`src/rtl/mac_mgmt_pkg.sv`:
```
// Shared constants and types for the controller enable and management frame block.
// Assumes one 20 MHz bus clock and an APB master with 32-bit data.
package mac_mgmt_pkg;

  // Register byte offsets
  localparam logic [11:0] EVENT_FLAGS_OFFSET   = 12'h004;
  localparam logic [11:0] EVENT_MASK_OFFSET    = 12'h008;
  localparam logic [11:0] CONTROL_OFFSET       = 12'h024;
  localparam logic [11:0] FRAME_OFFSET         = 12'h040;
  localparam logic [11:0] CLOCK_CONTROL_OFFSET = 12'h044;

  // Field positions
  localparam int LOCAL_RESET_BIT      = 0;
  localparam int ENABLE_BIT           = 1;
  localparam int BUS_ERROR_BIT        = 22;
  localparam int MGMT_DONE_BIT        = 23;
  localparam int PREAMBLE_DISABLE_BIT = 7;
  localparam int SPEED_LSB            = 1;
  localparam int SPEED_MSB            = 6;

  // Reset values and used flag bit mask
  localparam logic [31:0] FLAGS_RESET         = 32'h0000_0000;
  localparam logic [31:0] MASK_RESET          = 32'h0000_0000;
  localparam logic [6:0]  CLOCK_CONTROL_RESET = 7'h00;
  localparam logic [31:0] FLAG_BITS_USED      = 32'h00c0_0000;

  // Cycle counts and frame positions
  localparam logic [3:0] LOCAL_RESET_CYCLES = 4'h8;
  localparam logic [5:0] FRAME_START_POS    = 6'h20;
  localparam logic [5:0] PREAMBLE_LAST_POS  = 6'h1f;
  localparam logic [5:0] TURNAROUND_POS     = 6'h2e;
  localparam logic [5:0] DATA_FIRST_POS     = 6'h30;
  localparam logic [5:0] LAST_POS           = 6'h3f;

  // Operation codes
  localparam logic [1:0] OP_WRITE_LOOSE = 2'h0;
  localparam logic [1:0] OP_WRITE       = 2'h1;
  localparam logic [1:0] OP_READ        = 2'h2;
  localparam logic [1:0] OP_READ_LOOSE  = 2'h3;

  typedef enum logic [1:0] {
    ENGINE_IDLE     = 2'b00,
    ENGINE_PREAMBLE = 2'b01,
    ENGINE_FRAME    = 2'b11,
    ENGINE_DONE     = 2'b10
  } engine_state_type;

  typedef struct packed {
    logic [1:0]  start_delimiter;
    logic [1:0]  operation_code;
    logic [4:0]  phy_address;
    logic [4:0]  phy_register_address;
    logic [1:0]  turnaround;
    logic [15:0] data;
  } frame_type;

  typedef struct packed {
    logic       preamble_disable;
    logic [5:0] speed;
  } clock_control_type;

endpackage

```
`src/rtl/mac_mgmt_top.sv`:
```
// Controller enable, local reset and management frame engine with APB registers.
// Assumes an APB master on pclk and same-clock bus error and transmit status inputs.
// Contract
// - Enable set permits receive and transmit
// - Enable clear halts receive, aborts transmit badly
// - Enable clear resets DMA, descriptor, FIFO logic
// - Local reset or bus error clears enable
// - Local reset restores registers, aborts traffic
// - Local reset bit self-clears after eight cycles
// - Frame register has no reset value
// - Frame write launches frame unless speed zero
// - Pending frame launches once speed becomes nonzero
// - Frame fields at documented bit positions
// - Operation code selects write or read
// - Start and turnaround bits shifted unchanged
// - Address fields five bits each
// - Preamble then frame shifted out serially
// - Write frame done raises flag, register intact
// - Read frame done stores read data
// - Thirty-two one preamble unless disabled
// - Zero speed stops clock, else divide 2N
// - Interrupt while flag and mask both set
//
// The register addresses and the APB register port were decided locally.
`timescale 1ns/1ps
module mac_mgmt_top
  import mac_mgmt_pkg::*;
(
  // Clock and reset
  input  wire logic        pclk,
  input  wire logic        presetn,
  // APB slave
  input  wire logic        psel,
  input  wire logic        penable,
  input  wire logic        pwrite,
  input  wire logic [11:0] paddr,
  input  wire logic [31:0] pwdata,
  output logic [31:0]      prdata,
  output logic             pready,
  output logic             pslverr,
  // Datapath side
  input  wire logic        bus_error_event,
  input  wire logic        tx_frame_active,
  output logic             controller_enable,
  output logic             datapath_reset,
  output logic             tx_bad_crc_abort,
  output logic             abrupt_abort,
  output logic             irq,
  // Management link
  output logic             management_clock_pin,
  input  wire logic        mdio_in,
  output logic             mdio_out,
  output logic             mdio_oe_n
);

  logic [3:0]        local_reset_count;
  logic              local_reset_active;
  logic [31:0]       event_flags;
  logic [31:0]       event_mask;
  logic [31:0]       next_event_flags;
  clock_control_type management_clock_control;
  frame_type         management_frame;
  logic              next_enable;
  engine_state_type  state;
  logic [5:0]        pos;
  logic              presented;
  logic              pending;
  logic              done_pulse;
  logic              mdio_sync;
  logic              rise_en;
  logic              fall_en;
  logic              reading;
  logic              sample;
  logic              setup_phase;
  logic              write_access;
  logic              write_control;
  logic              write_frame;
  logic [31:0]       read_value;
  logic              mapped;

  // APB decode, zero wait states
  assign pready        = 1'b1;
  assign setup_phase   = psel && !penable;
  assign write_access  = psel && penable && pwrite && !pslverr;
  assign write_control = write_access && paddr == CONTROL_OFFSET;
  assign write_frame   = write_access && paddr == FRAME_OFFSET;

  always_comb begin
    read_value = 32'h0000_0000;
    mapped     = 1'b1;
    case (paddr)
      CONTROL_OFFSET: begin
        read_value[ENABLE_BIT]      = controller_enable;
        read_value[LOCAL_RESET_BIT] = local_reset_active;
      end
      EVENT_FLAGS_OFFSET: begin
        read_value = event_flags;
      end
      EVENT_MASK_OFFSET: begin
        read_value = event_mask;
      end
      FRAME_OFFSET: begin
        read_value = management_frame;
      end
      CLOCK_CONTROL_OFFSET: begin
        read_value[PREAMBLE_DISABLE_BIT]    = management_clock_control.preamble_disable;
        read_value[SPEED_MSB:SPEED_LSB]     = management_clock_control.speed;
      end
      default: begin
        mapped = 1'b0;
      end
    endcase
  end

  // Read data and error captured in the setup cycle
  always_ff @(posedge pclk or negedge presetn) begin
    if (!presetn) begin
      prdata  <= 32'h0000_0000;
      pslverr <= 1'b0;
    end else if (setup_phase) begin
      prdata  <= pwrite ? 32'h0000_0000 : read_value;
      pslverr <= !mapped;
    end
  end

  // Local reset sequence
  assign local_reset_active = local_reset_count != 4'h0;
  assign abrupt_abort       = local_reset_active;

  always_ff @(posedge pclk or negedge presetn) begin
    if (!presetn) begin
      local_reset_count <= 4'h0;
    end else if (write_control && pwdata[LOCAL_RESET_BIT] && !local_reset_active) begin
      local_reset_count <= LOCAL_RESET_CYCLES;
    end else if (local_reset_active) begin
      local_reset_count <= local_reset_count - 4'h1;
    end
  end

  // Controller enable
  always_comb begin
    next_enable = controller_enable;
    if (write_control) begin
      next_enable = pwdata[ENABLE_BIT] && !pwdata[LOCAL_RESET_BIT];
    end
    if (bus_error_event) begin
      next_enable = 1'b0;
    end
  end

  always_ff @(posedge pclk or negedge presetn) begin
    if (!presetn) begin
      controller_enable <= 1'b0;
      tx_bad_crc_abort  <= 1'b0;
    end else if (local_reset_active) begin
      controller_enable <= 1'b0;
      tx_bad_crc_abort  <= 1'b0;
    end else begin
      controller_enable <= next_enable;
      tx_bad_crc_abort  <= controller_enable && !next_enable && tx_frame_active;
    end
  end

  assign datapath_reset = !controller_enable;

  // Event flags and mask
  always_comb begin
    next_event_flags = event_flags;
    if (write_access && paddr == EVENT_FLAGS_OFFSET) begin
      next_event_flags = event_flags & ~pwdata;
    end
    if (done_pulse) begin
      next_event_flags[MGMT_DONE_BIT] = 1'b1;
    end
    if (bus_error_event) begin
      next_event_flags[BUS_ERROR_BIT] = 1'b1;
    end
  end

  always_ff @(posedge pclk or negedge presetn) begin
    if (!presetn) begin
      event_flags <= FLAGS_RESET;
    end else if (local_reset_active) begin
      event_flags <= FLAGS_RESET;
    end else begin
      event_flags <= next_event_flags;
    end
  end

  always_ff @(posedge pclk or negedge presetn) begin
    if (!presetn) begin
      event_mask <= MASK_RESET;
    end else if (local_reset_active) begin
      event_mask <= MASK_RESET;
    end else if (write_access && paddr == EVENT_MASK_OFFSET) begin
      event_mask <= pwdata & FLAG_BITS_USED;
    end
  end

  assign irq = |(event_flags & event_mask);

  // Management clock setting
  always_ff @(posedge pclk or negedge presetn) begin
    if (!presetn) begin
      management_clock_control <= CLOCK_CONTROL_RESET;
    end else if (local_reset_active) begin
      management_clock_control <= CLOCK_CONTROL_RESET;
    end else if (write_access && paddr == CLOCK_CONTROL_OFFSET) begin
      management_clock_control.preamble_disable <= pwdata[PREAMBLE_DISABLE_BIT];
      management_clock_control.speed            <= pwdata[SPEED_MSB:SPEED_LSB];
    end
  end

  mgmt_clock_divider u_divider (
    .pclk       (pclk),
    .presetn    (presetn),
    .hold       (local_reset_active),
    .speed      (management_clock_control.speed),
    .mgmt_clock (management_clock_pin),
    .rise_en    (rise_en),
    .fall_en    (fall_en)
  );

  sync_two_flop u_mdio_sync (
    .pclk     (pclk),
    .presetn  (presetn),
    .async_in (mdio_in),
    .sync_out (mdio_sync)
  );

  // Frame register, no reset value
  assign reading = management_frame.operation_code[1];
  assign sample  = state == ENGINE_FRAME && rise_en && presented && reading
                   && pos >= DATA_FIRST_POS;

  always_ff @(posedge pclk) begin
    if (write_frame) begin
      management_frame <= pwdata;
    end else if (sample) begin
      management_frame.data[~pos[3:0]] <= mdio_sync;
    end
  end

  // Frame engine
  always_ff @(posedge pclk or negedge presetn) begin
    if (!presetn) begin
      state      <= ENGINE_IDLE;
      pos        <= 6'h00;
      presented  <= 1'b0;
      pending    <= 1'b0;
      done_pulse <= 1'b0;
      mdio_out   <= 1'b0;
      mdio_oe_n  <= 1'b1;
    end else if (local_reset_active) begin
      state      <= ENGINE_IDLE;
      pos        <= 6'h00;
      presented  <= 1'b0;
      pending    <= 1'b0;
      done_pulse <= 1'b0;
      mdio_out   <= 1'b0;
      mdio_oe_n  <= 1'b1;
    end else begin
      done_pulse <= 1'b0;
      case (state)
        ENGINE_IDLE: begin
          if (write_frame) begin
            pending <= 1'b1;
          end else if (pending && management_clock_control.speed != 6'h00) begin
            pending   <= 1'b0;
            presented <= 1'b0;
            if (management_clock_control.preamble_disable) begin
              state <= ENGINE_FRAME;
              pos   <= FRAME_START_POS;
            end else begin
              state <= ENGINE_PREAMBLE;
              pos   <= 6'h00;
            end
          end
        end
        ENGINE_PREAMBLE, ENGINE_FRAME: begin
          if (fall_en) begin
            presented <= 1'b1;
            if (state == ENGINE_PREAMBLE) begin
              mdio_out  <= 1'b1;
              mdio_oe_n <= 1'b0;
            end else begin
              mdio_out  <= management_frame[~pos[4:0]];
              mdio_oe_n <= reading && pos > TURNAROUND_POS;
            end
          end else if (rise_en && presented) begin
            presented <= 1'b0;
            pos       <= pos + 6'h01;
            if (pos == PREAMBLE_LAST_POS) begin
              state <= ENGINE_FRAME;
            end else if (pos == LAST_POS) begin
              state <= ENGINE_DONE;
            end
          end
        end
        ENGINE_DONE: begin
          done_pulse <= 1'b1;
          mdio_out   <= 1'b0;
          mdio_oe_n  <= 1'b1;
          state      <= ENGINE_IDLE;
        end
        default: begin
          state <= ENGINE_IDLE;
        end
      endcase
    end
  end
endmodule

```
`src/rtl/sync_two_flop.sv`:
```
// Two-flop synchroniser for one level from outside the clock domain.
// Assumes the input is a slow pin such as the management data line.
`timescale 1ns/1ps
module sync_two_flop (
  // Clock and reset
  input  wire logic pclk,
  input  wire logic presetn,
  // Level
  input  wire logic async_in,
  output logic      sync_out
);

  logic stage1;

  always_ff @(posedge pclk or negedge presetn) begin
    if (!presetn) begin
      stage1   <= 1'b1;
      sync_out <= 1'b1;
    end else begin
      stage1   <= async_in;
      sync_out <= stage1;
    end
  end

endmodule

```
`src/rtl/mgmt_clock_divider.sv`:
```
// Management clock divider: bus clock divided by twice the speed value.
// Assumes speed comes from a register on the same clock.
`timescale 1ns/1ps
module mgmt_clock_divider
  import mac_mgmt_pkg::*;
(
  // Clock and reset
  input  wire logic       pclk,
  input  wire logic       presetn,
  input  wire logic       hold,
  // Setting
  input  wire logic [5:0] speed,
  // Clock and edge enables
  output logic            mgmt_clock,
  output logic            rise_en,
  output logic            fall_en
);

  logic [5:0] count;
  logic       wrap;

  assign wrap    = (speed != 6'h00) && (count >= speed - 6'h01);
  assign rise_en = wrap && !mgmt_clock;
  assign fall_en = wrap && mgmt_clock;

  // Stopped and low at zero speed or on hold, else toggles every speed cycles
  always_ff @(posedge pclk or negedge presetn) begin
    if (!presetn) begin
      count      <= 6'h00;
      mgmt_clock <= 1'b0;
    end else if (hold || speed == 6'h00) begin
      count      <= 6'h00;
      mgmt_clock <= 1'b0;
    end else if (wrap) begin
      count      <= 6'h00;
      mgmt_clock <= ~mgmt_clock;
    end else begin
      count <= count + 6'h01;
    end
  end
endmodule

```
`config.mk`:
```
export PLATFORM = sky130hd
export DESIGN_NAME = mac_mgmt_top
export DESIGN_NICKNAME = d
export VERILOG_FILES = /design/src/rtl/mac_mgmt_pkg.sv /design/src/rtl/mac_mgmt_top.sv /design/src/rtl/sync_two_flop.sv /design/src/rtl/mgmt_clock_divider.sv
export SDC_FILE = /design/constraint.sdc
export NUM_CORES = 1
export LEC_CHECK = 0
export ABC_AREA = 1
export BUFFER_PORTS_ARGS = -buffer_cell sky130_fd_sc_hd__buf_2
export CORE_MARGIN = 3
export CORE_UTILIZATION = 54
export CTS_BUF_LIST = sky130_fd_sc_hd__clkbuf_4
export CTS_CLUSTER_SIZE = 16
export DETAILED_ROUTE_END_ITERATION = 10
export PLACE_DENSITY_LB_ADDON = 0.15
export SLEW_MARGIN = 20
export SYNTH_ARGS = -nofsm -noshare
export SYNTH_HDL_FRONTEND = slang
export SYNTH_HIERARCHICAL = 1
export SYNTH_SLANG_ARGS = --single-unit
```
`constraint.sdc`:
```
create_clock -name pclk -period 2.55 [get_ports pclk]
set_clock_uncertainty 0.15 [all_clocks]
set_input_delay 0.3825 -clock pclk [delete_from_list [all_inputs] [get_ports pclk]]
set_output_delay 0.3825 -clock pclk [all_outputs]
set_load 0.01 [all_outputs]
```
==> metrics.txt <==
outcome=finished, violations left; failing checks=negative setup slack; crit share post-route=111%; Yosys reg bits=between 100 and 150; TritonRoute pass-1 iters=5; Netlist cell types=44; Die Span Y=121 um; FF-to-FF End=management_frame[6]; Post-Syn Nets=952; Post-synth EDFFs=32; critical path endpoint category=flip-flop; Synthesis Warnings=6; final worst setup slack=-0.287 ns; DR iter-0 viols=approximately 460; clk_lat worst skew=0.56 ns; Post-Syn Instances=886; f_max=353 MHz; initial antenna violation count=1; # IOs=94; I/O Buffers=92; hold path endpoint=controller_enable; asr flop ratio synth=76.1%; startpoint types=flip-flop; R2R depth=16; Hold Path Depth=4; Hold WS=0.0408 ns; clock sinks=approximately 130; clk buf depth=2; GR Util All Layers=26.2%; Detail Route Antenna Nets=0; Core ar.=12800 um2; final hold viol count=0; number of fill cells=just over 1000; Rows=41; via density per instance=5.29; Rel. slew slack=51.4%; Wirelength per Cell=14.9 um; RSZ-0062 raised after global routing=yes; H-tree Lvls=4; sequential cell area fraction in the yosys report=49.3%; Critical Path RT=2.66 ns; MaxCap Viol Count=0; share of cells above drive strength 1=between 20% and 30%; GR Overflow Total=0; Final Net Count=approximately 1100; type of the worst setup path=reg -> reg; Avg Cell Area, Syn=8.05 um2; crit-path max FO=5; Die X-Extent=121 um; first-pass GRT wire length=30300 um; final slew viol count=0; Setup violations, final=25; Layout area overhead=24.0%; CTS tree=yes; Leak Pwr=about 0.0046 uW; Cell Area, Synth=approximately 7100 um2; starting density of the core=55.8%; worst vdd ir=0.343 mV; die area=14600 um2; number of global-route vias before repair=6143; hpwl dp=12900 um; largest net degree at the start of global routing=51; clk slew on worst S/H paths=0.12 ns; number of diodes=0; worst r2r src=management_clock_control[0]; WP data arrival=2.94 ns; routed wire length=roughly 18000 um; worst hold start=pwdata[0]; Hold Path Class=in -> reg; pwr dens=497 nW/um2; Final GP Congestion=0.870; min Tclk post-route=2.84 ns; Worst Tran Pin Value=0.729 ns; Non-Filler Instances=between 1000 and 1500; FF-to-FF setup slack=-0.29 ns; Cells after DPL=1153; drc violations=0; total negative slack=-4.98 ns; Root Driver=clkbuf_4; DR vias=6520; Synth Flop Type=dfrtp_1; number of CTS-inserted buffers=17
==> power breakdown <==
group          total (uW)  leakage (uW)  switching [uW]  internal (uW)
registers            2310       0.00172            47.7           2260
clock network        1370      0.000137             856            514
logic                 713       0.00275             472            241
total                4390       0.00460            1380           3020
==> worst max-delay path: stages (launching register included) <==
cell and delay, ns:
dfrtp_1 0.43, nor3_2 0.23, nand2_1 0.09, xnor2_1 0.16, inv_1 0.09, ha_4 0.29
nand2_4 0.06, nor2_4 0.09, nand2_2 0.06, nand2_2 0.07, nand2_2 0.06, nor2_1 0.11
nand2_1 0.10, inv_2 0.06, nand4_1 0.09, buf_6 0.16, o31ai_2 0.26
==> logic make-up after synthesis <==
group | share of synthesized area (%)
buffers and inverters | 9.70
AO/OA/AOI/OAI | 10.2
AND/OR/NAND/NOR | 27.3
adder cells (fa/ha/maj) | 2.46
other | 0.0526
flip-flops | 49.3
XOR/XNOR | 0.983
==> registers in the layout, summed over array words and instances (netlist names), 2 cells and up <==
register                  flops
prdata                       32
management_frame             32
local_reset_count             4
state                         2
event_mask                    2
pos                           6
event_flags                  32
management_clock_control      7
u_divider/count               6
==> final cells by class <==
cell class                      count  area [um2]  share of cell area (%)
Clock buffer                       19         143                    1.61
Clock inverter                     13         121                    1.37
Inverter                          133         502                    5.68
Multi-Input combinational cell    588        3130                    35.4
Sequential cell                   134        3520                    39.8
Tap cell                          172         215                    2.43
Timing Repair Buffer              174        1210                    13.7
==> metal layers <==
metal	global-route usage [%]	up-vias	wire [um]
met3	4.90	30	1320
met5	0	-	15
met4	9.56	2	335
met1	36.1	3055	8140
li1	-	3187	-
met2	41.6	246	8620
==> cell usage after synthesis, types with 6 or more instances <==
| master | count | area (um2) |
|---|---|---|
| a21oi_1 | 14 | 70.1 |
| buf_2 | 8 | 40.0 |
| buf_6 | 6 | 67.6 |
| clkbuf_1 | 11 | 41.3 |
| dfrtp_1 | 99 | 2480 |
| edfxtp_1 | 32 | 961 |
| ha_1 | 14 | 175 |
| inv_1 | 120 | 450 |
| inv_2 | 11 | 41.3 |
| nand2_1 | 276 | 1040 |
| nand2_2 | 6 | 37.5 |
| nand3_1 | 84 | 420 |
| nand4_1 | 12 | 75.1 |
| nor2_1 | 40 | 150 |
| o211ai_1 | 11 | 82.6 |
| o21ai_0 | 51 | 255 |
| o21ai_1 | 18 | 90.1 |
| o31ai_1 | 16 | 120 |
==> through the flow <==
step	utilization (%)	instance area, um2	power [uW]	setup slack [ns]
6_report	69.2	8840	4390	-0.287
5_1_grt	69.2	8840	4580	-0.437
4_1_cts	68.4	8740	4400	-0.198
3_5_place_dp	61.9	7910	2980	-0.360
3_3_place_gp	61.9	7910	2980	-0.289
2_1_floorplan	-	7140	2760	-0.169
==> how the worst max path moves through the flow <==
| stage | start | end | slack (ns) |
|---|---|---|---|
| floorplan | management_clock_control[0] | management_frame[10] | -0.17 |
| global placement | management_clock_control[0] | management_frame[13] | -0.29 |
| detailed placement | management_clock_control[0] | management_frame[8] | -0.36 |
| CTS | management_clock_control[2] | management_frame[6] | -0.20 |
| global route | management_clock_control[0] | management_frame[6] | -0.44 |
| finish | management_clock_control[0] | management_frame[6] | -0.29 |
==> timing repair <==
action / in CTS / in global routing
endpoints found under the setup margin: 23 / 34
hold buffers: 34 / 0
resized for setup: 40 / 26
gates cloned: 2 / 0
setup buffers: 13 / 4
hold endpoints to repair: 163 / 0
pin swaps: 13 / 27
==> cell usage in the layout (no fill, tap or decap), drive strengths merged, types with 5 or more instances in the layout <==
cell type	Yosys	routed
dfrtp	99	99
nor2	47	47
a21oi	15	15
nor3	5	5
nand3	91	91
inv	132	137
nand4	13	13
ha	14	14
edfxtp	32	32
nand2	282	283
clkbuf	11	19
o21ai	74	74
dlygate4sd3	0	34
xnor2	5	5
buf	21	140
o31ai	16	16
o211ai	11	11
(Power assumes the default switching activity.)
